--- src/include/tec16_consts.svh ---
`ifndef TEC16_CONSTS_SVH
`define TEC16_CONSTS_SVH

// Register byte addresses
`define TEC_ADR_CTL0 32'h0ffff590
`define TEC_ADR_CTL1 32'h0ffff594
`define TEC_ADR_OCFG 32'h0ffff598
`define TEC_ADR_ECFGA 32'h0ffff59c
`define TEC_ADR_ECFGB 32'h0ffff5a0
`define TEC_ADR_CCR0 32'h0ffff5a4
`define TEC_ADR_CCR1 32'h0ffff5a8
`define TEC_ADR_CNT 32'h0ffff5ac
`define TEC_ADR_STAT 32'h0ffff5b0

// Reset values
`define TEC_RST_BYTE 8'h00
`define TEC_RST_WORD 16'h0000
`define TEC_CNT_IDLE 16'hffff
`define TEC_CNT_ZERO 16'h0000
`define TEC_CNT_ONE 16'h0001

// Field positions and masks
`define TEC_CTL0_EN 7
`define TEC_CTL0_MASK 8'h87
`define TEC_CTL1_EST 6
`define TEC_CTL1_EEE 5
`define TEC_CTL1_MASK 8'h27
`define TEC_OCFG_MASK 8'h0f
`define TEC_ECFG_MASK 8'h0f
`define TEC_STAT_OVF 0
`define TEC_CKS_SUB 3'h7

// Prescaler width covers the longest division, main clock / 128
`define TEC_PRE_W 7

// AHB-Lite encodings
`define TEC_HSIZE_BYTE 3'h0
`define TEC_HSIZE_HALF 3'h1

`endif

--- src/include/tec16_pkg.sv ---
package tec16_pkg;

  // Operating modes in mode_select_field order
  typedef enum logic [2:0] {
    TEC16_MD_INTERVAL,
    TEC16_MD_EVENT,
    TEC16_MD_EXT_TRIG,
    TEC16_MD_ONE_SHOT,
    TEC16_MD_PWM,
    TEC16_MD_FREE_RUN,
    TEC16_MD_PULSE_WIDTH,
    TEC16_MD_PROHIBITED
  } tec16_mode_e;

  // Valid-edge selection of one edge detector
  typedef enum logic [1:0] {
    TEC16_EDGE_NONE,
    TEC16_EDGE_RISE,
    TEC16_EDGE_FALL,
    TEC16_EDGE_BOTH
  } tec16_edge_e;

  // channel_control_0 layout
  typedef struct packed {
    logic en;
    logic [3:0] rsvd;
    logic [2:0] cks;
  } tec16_ctl0_s;

  // Held AHB address phase
  typedef struct packed {
    logic valid;
    logic write;
    logic [2:0] size;
    logic [31:0] addr;
  } tec16_aphase_s;

endpackage : tec16_pkg

--- src/rtl/tec16_timer.sv ---
// Implementation choice: register access over AHB-Lite.
`timescale 1ns/1ns
`include "tec16_consts.svh"
module tec16_timer
  import tec16_pkg::*;
#(
  parameter bit ODD_CHANNEL = 1'b0
) (
  input wire logic hclk,
  input wire logic hresetn,
  input wire logic hsel,
  input wire logic [31:0] haddr,
  input wire logic [1:0] htrans,
  input wire logic hwrite,
  input wire logic [2:0] hsize,
  input wire logic [31:0] hwdata,
  input wire logic hready,
  output logic [31:0] hrdata,
  output logic hreadyout,
  output logic hresp,
  input wire logic timer_input_0,
  input wire logic timer_input_1,
  input wire logic subclock_in,
  input wire logic main_clk_stopped,
  output logic timer_output_0,
  output logic timer_output_1,
  output logic match_irq_0,
  output logic match_irq_1
);

  // Edge qualifier from a two-bit configuration
  function automatic logic edge_hit(input logic [1:0] cfg,
                                    input logic rise,
                                    input logic fall);
    tec16_edge_e e;
    e = tec16_edge_e'(cfg);
    unique case (e)
      TEC16_EDGE_NONE: edge_hit = 1'b0;
      TEC16_EDGE_RISE: edge_hit = rise;
      TEC16_EDGE_FALL: edge_hit = fall;
      TEC16_EDGE_BOTH: edge_hit = rise | fall;
    endcase
  endfunction : edge_hit

  // Divider tap: fires once every 2**code cycles
  function automatic logic div_tick(input logic [`TEC_PRE_W-1:0] p,
                                    input logic [2:0] code);
    logic [`TEC_PRE_W:0] m;
    m = ({{`TEC_PRE_W{1'b0}}, 1'b1} << code) - {{`TEC_PRE_W{1'b0}}, 1'b1};
    div_tick = (p & m[`TEC_PRE_W-1:0]) == m[`TEC_PRE_W-1:0];
  endfunction : div_tick

  // Byte-lane merge of a bus write into a register image
  function automatic logic [15:0] merge16(input logic [15:0] old,
                                          input logic [31:0] wd,
                                          input logic [3:0] be);
    merge16 = {be[1] ? wd[15:8] : old[15:8], be[0] ? wd[7:0] : old[7:0]};
  endfunction : merge16

  // Registers
  tec16_ctl0_s ctl0_r;
  logic [7:0] ctl1_r;
  logic [7:0] ocfg_r;
  logic [7:0] ecfg_a_r;
  logic [7:0] ecfg_b_r;
  logic [15:0] ccr0_r;
  logic [15:0] ccr1_r;
  logic [15:0] buf0_r;
  logic [15:0] buf1_r;
  logic [15:0] cnt_r;
  logic [15:0] cnt_nxt;
  logic ovf_r;
  logic [`TEC_PRE_W-1:0] pre_r;
  logic running_r;
  logic started_r;
  logic tog0_r;
  logic tog1_r;
  tec16_aphase_s ap_r;

  // Pin synchronisers and filtered levels
  logic [2:0] in0_s;
  logic [2:0] in1_s;
  logic [2:0] sub_s;
  logic in0_f_r;
  logic in1_f_r;
  logic sub_f_r;

  // Address-phase acceptance and data-phase decode
  wire logic ap_take = hsel & htrans[1] & hready;
  wire logic [3:0] be_w;
  wire logic wr_phase = ap_r.valid & ap_r.write;
  wire logic wr_ctl0 = wr_phase & (ap_r.addr == `TEC_ADR_CTL0) & be_w[0];
  wire logic wr_ctl1 = wr_phase & (ap_r.addr == `TEC_ADR_CTL1) & be_w[0];
  wire logic wr_ocfg = wr_phase & (ap_r.addr == `TEC_ADR_OCFG) & be_w[0];
  wire logic wr_ecfga = wr_phase & (ap_r.addr == `TEC_ADR_ECFGA) & be_w[0];
  wire logic wr_ecfgb = wr_phase & (ap_r.addr == `TEC_ADR_ECFGB) & be_w[0];
  wire logic wr_ccr0 = wr_phase & (ap_r.addr == `TEC_ADR_CCR0);
  wire logic wr_ccr1 = wr_phase & (ap_r.addr == `TEC_ADR_CCR1);
  wire logic wr_stat = wr_phase & (ap_r.addr == `TEC_ADR_STAT) & be_w[0];

  // Byte enables from hsize and the low address bits
  assign be_w = (ap_r.size == `TEC_HSIZE_BYTE) ?
                  (4'h1 << ap_r.addr[1:0]) :
                (ap_r.size == `TEC_HSIZE_HALF) ?
                  (ap_r.addr[1] ? 4'hc : 4'h3) : 4'hf;

  // Control fields seen by the counting logic
  wire logic en = ctl0_r.en;
  wire tec16_mode_e mode = tec16_mode_e'(ctl1_r[2:0]);
  wire logic ext_src = (mode == TEC16_MD_EVENT) | ctl1_r[`TEC_CTL1_EEE];

  // Filtered edges of the three pins
  wire logic in0_new = (in0_s[1] == in0_s[2]) ? in0_s[2] : in0_f_r;
  wire logic in1_new = (in1_s[1] == in1_s[2]) ? in1_s[2] : in1_f_r;
  wire logic sub_new = (sub_s[1] == sub_s[2]) ? sub_s[2] : sub_f_r;
  wire logic in0_rise = in0_new & ~in0_f_r;
  wire logic in0_fall = ~in0_new & in0_f_r;
  wire logic in1_rise = in1_new & ~in1_f_r;
  wire logic in1_fall = ~in1_new & in1_f_r;
  wire logic sub_rise = sub_new & ~sub_f_r;

  // Per-pin qualified edges; input 0 has capture/trigger and event paths
  wire logic cap0_edge = edge_hit(ecfg_a_r[1:0], in0_rise, in0_fall);
  wire logic cap1_edge = edge_hit(ecfg_a_r[3:2], in1_rise, in1_fall);
  wire logic evt_edge = edge_hit(ecfg_b_r[1:0], in0_rise, in0_fall);

  // Count source: subclock only on odd channels and only with main clock
  wire logic use_sub = ODD_CHANNEL & (ctl0_r.cks == `TEC_CKS_SUB);
  wire logic int_tick = use_sub ? (sub_rise & ~main_clk_stopped)
                                : div_tick(pre_r, ctl0_r.cks);
  wire logic src_tick = ext_src ? evt_edge : int_tick;

  // Triggered modes start on an input edge or a software trigger write
  wire logic trig_mode = (mode == TEC16_MD_EXT_TRIG) |
                         (mode == TEC16_MD_ONE_SHOT);
  wire logic sw_trig = wr_ctl1 & hwdata[`TEC_CTL1_EST] & trig_mode;
  wire logic trigger = en & trig_mode & (cap0_edge | sw_trig);

  // Counting is gated off in triggered modes until a trigger arrives
  wire logic counting = en & (mode != TEC16_MD_PROHIBITED) &
                        (~trig_mode | running_r);
  wire logic step = counting & src_tick;
  wire logic cnt_inc_wrap = step & (cnt_r == `TEC_CNT_IDLE);
  wire logic [15:0] cnt_inc = cnt_r + `TEC_CNT_ONE;

  // Compare hits against the hidden buffers, at the count edge
  wire logic cmp_mode = mode != TEC16_MD_PULSE_WIDTH;
  wire logic hit0 = step & cmp_mode & (cnt_r == buf0_r);
  wire logic hit1 = step & cmp_mode & (cnt_r == buf1_r);
  wire logic clear_on_hit0 = hit0 & (mode != TEC16_MD_FREE_RUN);

  // Pulse width capture latches the count and restarts from zero
  wire logic pw_mode = en & (mode == TEC16_MD_PULSE_WIDTH);
  wire logic pw_cap0 = pw_mode & cap0_edge;
  wire logic pw_cap1 = pw_mode & cap1_edge;

  // Overflow only counts a wrap that follows an earlier count; the first
  // step leaves the idle all-ones value and is a start, not a wrap
  wire logic ovf_set = cnt_inc_wrap & started_r & ~trig_mode &
                       (mode != TEC16_MD_INTERVAL);

  // Next count value
  always_comb begin
    cnt_nxt = cnt_r;
    if (!en) begin
      cnt_nxt = `TEC_CNT_IDLE;
    end else if (pw_cap0 | pw_cap1) begin
      cnt_nxt = `TEC_CNT_ZERO;
    end else if (trigger) begin
      cnt_nxt = `TEC_CNT_ZERO;
    end else if (clear_on_hit0) begin
      cnt_nxt = `TEC_CNT_ZERO;
    end else if (step) begin
      cnt_nxt = cnt_inc;
    end
  end

  // Read data mux; the count reads zero while the channel is off
  wire logic [31:0] rd_mux =
    (haddr == `TEC_ADR_CTL0) ? {24'h000000, ctl0_r} :
    (haddr == `TEC_ADR_CTL1) ? {24'h000000, ctl1_r} :
    (haddr == `TEC_ADR_OCFG) ? {24'h000000, ocfg_r} :
    (haddr == `TEC_ADR_ECFGA) ? {24'h000000, ecfg_a_r} :
    (haddr == `TEC_ADR_ECFGB) ? {24'h000000, ecfg_b_r} :
    (haddr == `TEC_ADR_CCR0) ? {16'h0000, ccr0_r} :
    (haddr == `TEC_ADR_CCR1) ? {16'h0000, ccr1_r} :
    (haddr == `TEC_ADR_CNT) ?
      {16'h0000, en ? cnt_r : `TEC_CNT_ZERO} :
    (haddr == `TEC_ADR_STAT) ? {31'h00000000, ovf_r} :
    32'h00000000;

  // Bus slave: zero wait states, always OKAY, read data at address phase
  always_ff @(posedge hclk or negedge hresetn) begin
    if (!hresetn) begin
      ap_r <= '0;
      hrdata <= 32'h00000000;
      hreadyout <= 1'b0;
      hresp <= 1'b0;
    end else begin
      ap_r <= '{valid: ap_take, write: hwrite, size: hsize, addr: haddr};
      hreadyout <= 1'b1;
      hresp <= 1'b0;
      if (ap_take & ~hwrite) begin
        hrdata <= rd_mux;
      end
    end
  end

  // Control registers; rewriting the same value changes nothing
  always_ff @(posedge hclk or negedge hresetn) begin
    if (!hresetn) begin
      ctl0_r <= tec16_ctl0_s'(`TEC_RST_BYTE);
      ctl1_r <= `TEC_RST_BYTE;
      ocfg_r <= `TEC_RST_BYTE;
      ecfg_a_r <= `TEC_RST_BYTE;
      ecfg_b_r <= `TEC_RST_BYTE;
    end else begin
      if (wr_ctl0) begin
        ctl0_r <= tec16_ctl0_s'(hwdata[7:0] & `TEC_CTL0_MASK);
      end
      if (wr_ctl1) begin
        ctl1_r <= hwdata[7:0] & `TEC_CTL1_MASK;
      end
      if (wr_ocfg) begin
        ocfg_r <= hwdata[7:0] & `TEC_OCFG_MASK;
      end
      if (wr_ecfga) begin
        ecfg_a_r <= hwdata[7:0] & `TEC_ECFG_MASK;
      end
      if (wr_ecfgb) begin
        ecfg_b_r <= hwdata[7:0] & `TEC_ECFG_MASK;
      end
    end
  end

  // Capture/compare registers and their hidden compare buffers
  always_ff @(posedge hclk or negedge hresetn) begin
    if (!hresetn) begin
      ccr0_r <= `TEC_RST_WORD;
      ccr1_r <= `TEC_RST_WORD;
      buf0_r <= `TEC_RST_WORD;
      buf1_r <= `TEC_RST_WORD;
    end else begin
      if (pw_cap0) begin
        ccr0_r <= cnt_r;
      end else if (wr_ccr0) begin
        ccr0_r <= merge16(ccr0_r, hwdata, be_w);
        buf0_r <= merge16(ccr0_r, hwdata, be_w);
      end
      if (pw_cap1) begin
        ccr1_r <= cnt_r;
      end else if (wr_ccr1) begin
        ccr1_r <= merge16(ccr1_r, hwdata, be_w);
        buf1_r <= merge16(ccr1_r, hwdata, be_w);
      end
    end
  end

  // Three-stage pin synchronisers with agreement filter
  always_ff @(posedge hclk or negedge hresetn) begin
    if (!hresetn) begin
      in0_s <= 3'h0;
      in1_s <= 3'h0;
      sub_s <= 3'h0;
      in0_f_r <= 1'b0;
      in1_f_r <= 1'b0;
      sub_f_r <= 1'b0;
    end else begin
      in0_s <= {in0_s[1:0], timer_input_0};
      in1_s <= {in1_s[1:0], timer_input_1};
      sub_s <= {sub_s[1:0], subclock_in};
      in0_f_r <= in0_new;
      in1_f_r <= in1_new;
      sub_f_r <= sub_new;
    end
  end

  // Prescaler runs only while enabled so every start has the same phase
  always_ff @(posedge hclk or negedge hresetn) begin
    if (!hresetn) begin
      pre_r <= '0;
    end else if (!en) begin
      pre_r <= '0;
    end else begin
      pre_r <= pre_r + {{(`TEC_PRE_W-1){1'b0}}, 1'b1};
    end
  end

  // Counter, run state for triggered modes, overflow flag
  always_ff @(posedge hclk or negedge hresetn) begin
    if (!hresetn) begin
      cnt_r <= `TEC_CNT_IDLE;
      running_r <= 1'b0;
      started_r <= 1'b0;
      ovf_r <= 1'b0;
    end else begin
      cnt_r <= cnt_nxt;
      started_r <= en & (started_r | step);
      if (!en) begin
        running_r <= 1'b0;
      end else if (trigger) begin
        running_r <= 1'b1;
      end else if (hit0 & (mode == TEC16_MD_ONE_SHOT)) begin
        running_r <= 1'b0; // One pulse, then wait for the next trigger
      end
      // Set wins over a software clear in the same cycle
      if (!en) begin
        ovf_r <= 1'b0;
      end else if (ovf_set) begin
        ovf_r <= 1'b1;
      end else if (wr_stat & ~hwdata[`TEC_STAT_OVF]) begin
        ovf_r <= 1'b0;
      end
    end
  end

  // Toggle state behind each output pin; cleared while disabled
  always_ff @(posedge hclk or negedge hresetn) begin
    if (!hresetn) begin
      tog0_r <= 1'b0;
      tog1_r <= 1'b0;
    end else if (!en) begin
      tog0_r <= 1'b0;
      tog1_r <= 1'b0;
    end else begin
      tog0_r <= tog0_r ^ hit0;
      tog1_r <= tog1_r ^ hit1;
    end
  end

  // Registered pins: level bit inverts, enable bit gates the toggle
  always_ff @(posedge hclk or negedge hresetn) begin
    if (!hresetn) begin
      timer_output_0 <= 1'b0;
      timer_output_1 <= 1'b0;
      match_irq_0 <= 1'b0;
      match_irq_1 <= 1'b0;
    end else begin
      timer_output_0 <= (ocfg_r[0] & en & tog0_r) ^ ocfg_r[1];
      timer_output_1 <= (ocfg_r[2] & en & tog1_r) ^ ocfg_r[3];
      match_irq_0 <= hit0;
      match_irq_1 <= hit1;
    end
  end

endmodule : tec16_timer

--- config.mk ---
export PLATFORM = sky130hd
export DESIGN_NAME = tec16_timer
export DESIGN_NICKNAME = d
export VERILOG_FILES = /design/src/include/tec16_pkg.sv /design/src/rtl/tec16_timer.sv
export VERILOG_INCLUDE_DIRS = /design/src /design/src/include
export SDC_FILE = /design/constraint.sdc
export NUM_CORES = 1
export LEC_CHECK = 0
export BUFFER_PORTS_ARGS = -buffer_cell sky130_fd_sc_hd__buf_2
export CAP_MARGIN = 20
export CORE_MARGIN = 2
export CORE_UTILIZATION = 55
export DETAILED_ROUTE_END_ITERATION = 7
export PLACE_DENSITY = 0.79
export SLEW_MARGIN = 0
export SYNTH_ARGS = -nofsm -noshare
export SYNTH_HDL_FRONTEND = slang
export SYNTH_SLANG_ARGS = --single-unit
--- constraint.sdc ---
create_clock -name hclk -period 6.6 [get_ports hclk]
set_clock_uncertainty 0.2 [all_clocks]
set_input_delay 0.66 -clock hclk [delete_from_list [all_inputs] [get_ports hclk]]
set_output_delay 0.66 -clock hclk [all_outputs]
set_load 0.05 [all_outputs]
==> flow_metrics.env <==
export IMPL_ant_nets=0
export IMPL_yosysWarnings=0
export IMPL_die_width_um=133
export IMPL_vdd_ir_drop_worst_mv=0.180
export IMPL_cts_repair_resized=0
export IMPL_final_cell_mix="sky130_fd_sc_hd__dfrtp_1, sky130_fd_sc_hd__nand2_1, sky130_fd_sc_hd__o21ai_0"
export IMPL_asyncSetResetFlopFracSynth=1.00
export IMPL_yosys_register_bits=178
export IMPL_detailedPlace_worstSlack_ns=2.52
export IMPL_post_route_period_util=0.571
export IMPL_timing_worst_slew_pin_value_ns=1.12
export IMPL_initial_utilization=0.568
export IMPL_grt_met3_usage=0.0517
export IMPL_yosys_area_share_simple=0.148
export IMPL_outcome="finished clean"
export IMPL_dr_vias=7029
export IMPL_insertion_delay_ns=0.43
export IMPL_cell_area_after_synthesis_um2=9080
export IMPL_max_capacitance_violation_total=0
export IMPL_cts_buffer_depth=2
export IMPL_finalMaxSlewViolations=0
export IMPL_num_antenna_cells=0
export IMPL_syn_area_per_cell_um2=10.1
export IMPL_core_region_area_um2=16000
export IMPL_fin_total_pwr_mw=2.30
export IMPL_synthAdderAreaFrac=0.00964
export IMPL_place_detailed_instances=1144
export IMPL_port_buffers=79
export IMPL_synth_xor_area_share=0.0405
export IMPL_clk_transition_reported_paths_ns=0.07
export IMPL_post_cts_setup_buffers=0
export IMPL_die_boundary_height_um=133
export IMPL_drt_drc_violations_left=0
export IMPL_worstSetupPathType="reg2reg"
export IMPL_grt_overflow_total=0
export IMPL_synth_flop_cell="sky130_fd_sc_hd__dfrtp_1"
export IMPL_ios=116
export IMPL_worst_hold_path_type="in2async"
export IMPL_cts_buffers_inserted=17
export IMPL_vias_per_cell=5.97
export IMPL_hold_slack_ns=0.00296
export IMPL_tritoncts_num_sinks=178
export IMPL_timing_final_hold_violations=0
export IMPL_final_min_clock_period_ns=3.77
export IMPL_cellLeakagePower_nw=4.69
export IMPL_synth_edf_count=0
export IMPL_commonest_non_fill_non_tap_cell_in_the_layout="sky130_fd_sc_hd__dfrtp_1"
export IMPL_critical_path_startpoint_type="flop"
export IMPL_synth_distinct_cells=62
export IMPL_post_dp_hpwl_um=15400
export IMPL_synth_compound_gate_area_share=0.156
export IMPL_stdcell_count=1178
export IMPL_totalNegativeSetupSlack_ns=0
export IMPL_max_clk_rate_mhz=265
export IMPL_ctsRootBufferMaster="sky130_fd_sc_hd__clkbuf_16"
export IMPL_h_tree_depth=4
export IMPL_placement_rows=46
export IMPL_worst_ep_arrival_time_ns=3.88
export IMPL_drt_total_wl_um=22300
export IMPL_crit_required_ns=6.71
export IMPL_critPathMaxFanout=18
export IMPL_first_global_vias=6920
export IMPL_initial_drt_pass_iterations=5
export IMPL_synth_sequential_area_ratio=0.493
export IMPL_number_of_antenna_violations_at_the_first_check_in_global_routing=0
export IMPL_fp_dieArea_um2=17600
export IMPL_cts_hold_buffers_added=0
export IMPL_grt_start_max_net_pins=65
export IMPL_synth_mux_area_frac=0.0985
export IMPL_grt_setup_unrepaired="no"
export IMPL_tritoncts="yes"
export IMPL_drive_above_1_share=0.190
export IMPL_grt_pass1_wl_um=36500
export IMPL_wire_per_inst_um=18.9
export IMPL_syn_to_final_growth_pct=11.9
export IMPL_setup_slack_ns=2.83
export IMPL_number_of_drc_markers_after_the_initial_detailed_route_iteration=642
export IMPL_gpl_final_weighted_congestion=0.956
export IMPL_grt_total_usage=0.262
export IMPL_syn_inst=900
export IMPL_met2_usage=0.426
export IMPL_dominant_combinational_cell_family_by_area_after_synthesis="compound AO/OA/AOI/OAI gates"
export IMPL_relSlewSlack=0.252
export IMPL_grt_busiest_layer="met2"
export IMPL_crit_path_end_kind="flop"
export IMPL_final_nets=1034
export IMPL_nFillCells=1256
export IMPL_timing_final_setup_violations=0
export IMPL_powerDensity_nw_per_um2=226
export IMPL_grt_use_met1=0.355
==> state kept, by name, indices dropped and copies added (netlist names), 3 cells and up <==
signal and flops:
ap_r 37, buf0_r 16, buf1_r 16, ccr0_r 16, ccr1_r 16, cnt_r 16
ctl0_r 3, ctl1_r 4, ecfg_a_r 4, ecfg_b_r 4, hrdata 16, in0_s 3
in1_s 3, ocfg_r 4, pre_r 7
==> critical path, stage by stage, from the launching register on <==
cell and delay, ns:
sky130_fd_sc_hd__dfrtp_1 0.41, sky130_fd_sc_hd__or4_1 0.52, sky130_fd_sc_hd__or4_1 0.57, sky130_fd_sc_hd__or4_1 0.87
sky130_fd_sc_hd__or2_1 0.58, sky130_fd_sc_hd__buf_4 0.33, sky130_fd_sc_hd__nand2_1 0.12, sky130_fd_sc_hd__o21ai_2 0.06
==> cell families after synthesis <==
logic type | count (synthesis)
compound gates | 218
xor+xnor | 42
fa+ha+maj | 7
buf+inv | 103
flops | 178
mux | 87
other cells | 2
simple gates | 263
==> report_power, final <==
part	total, mW	internal [mW]	leakage, nW	switching (mW)
Sequential	1.12	1.11	1.97	0.00874
Clock	1.04	0.616	0.292	0.425
Combinational	0.141	0.0419	2.43	0.0993
==> stage by stage <==
| step | area [µm²] | util |
|---|---|---|
| detailed placement | 9530 | 0.596 |
| global route | 10200 | 0.635 |
| global placement | 9530 | 0.596 |
| finish | 10200 | 0.635 |
| CTS | 10100 | 0.634 |
| floorplan | 9140 | - |
==> final timing paths <==
kind / start / end / slack (ns) / cells past startpoint
min reg2reg: in0_s[0]$_DFF_PN0_ / in0_s[1]$_DFF_PN0_ / 0.15 / 0
max reg2reg: ap_r[1]$_DFF_PN0_ / buf0_r[7]$_DFFE_PN0P_ / 2.83 / 7
max: ap_r[1]$_DFF_PN0_ / buf0_r[7]$_DFFE_PN0P_ / 2.83 / 7
max in group asynchronous: hresetn / ap_r[3]$_DFF_PN0_ / 4.94 / 2
min: hresetn / in0_s[0]$_DFF_PN0_ / 0.003 / 1
min in group hclk: timer_input_0 / in0_s[0]$_DFF_PN0_ / 0.13 / 1
==> Yosys cell counts, drive strengths merged, types with 9 or more instances <==
master | n | share of area
a22oi | 15 | 0.012
dfrtp | 162 | 0.45
nand4 | 15 | 0.010
a22o | 12 | 0.012
o211ai | 16 | 0.013
nor2b | 15 | 0.010
mux2 | 19 | 0.024
inv | 23 | 0.0095
nor2 | 33 | 0.014
o21ai | 100 | 0.061
clkbuf | 51 | 0.021
buf | 29 | 0.023
nand3 | 16 | 0.0088
mux2i | 68 | 0.075
nand2b | 10 | 0.0069
a21oi | 28 | 0.015
nor3 | 9 | 0.0050
dfstp | 16 | 0.046
xnor2 | 39 | 0.038
nand2 | 107 | 0.044
o221ai | 14 | 0.014
==> layout make-up <==
cell class                 count  area (µm²)  area share
tap                          216         270      0.0266
clock inverter                12         158      0.0155
sequential                   178        4470       0.440
timing repair buffer          94         519      0.0511
inverter                      23        86.3     0.00849
multi-input combinational    635        4200       0.413
clock buffer                  20         457      0.0449
==> metal layers <==
layer	routed length (µm)	vias to the layer above
met4	444	0
met5	0	-
li1	-	3293
met3	1340	45
met1	9690	3436
met2	10900	255
No activity file was read; power rests on OpenSTA's default activity.
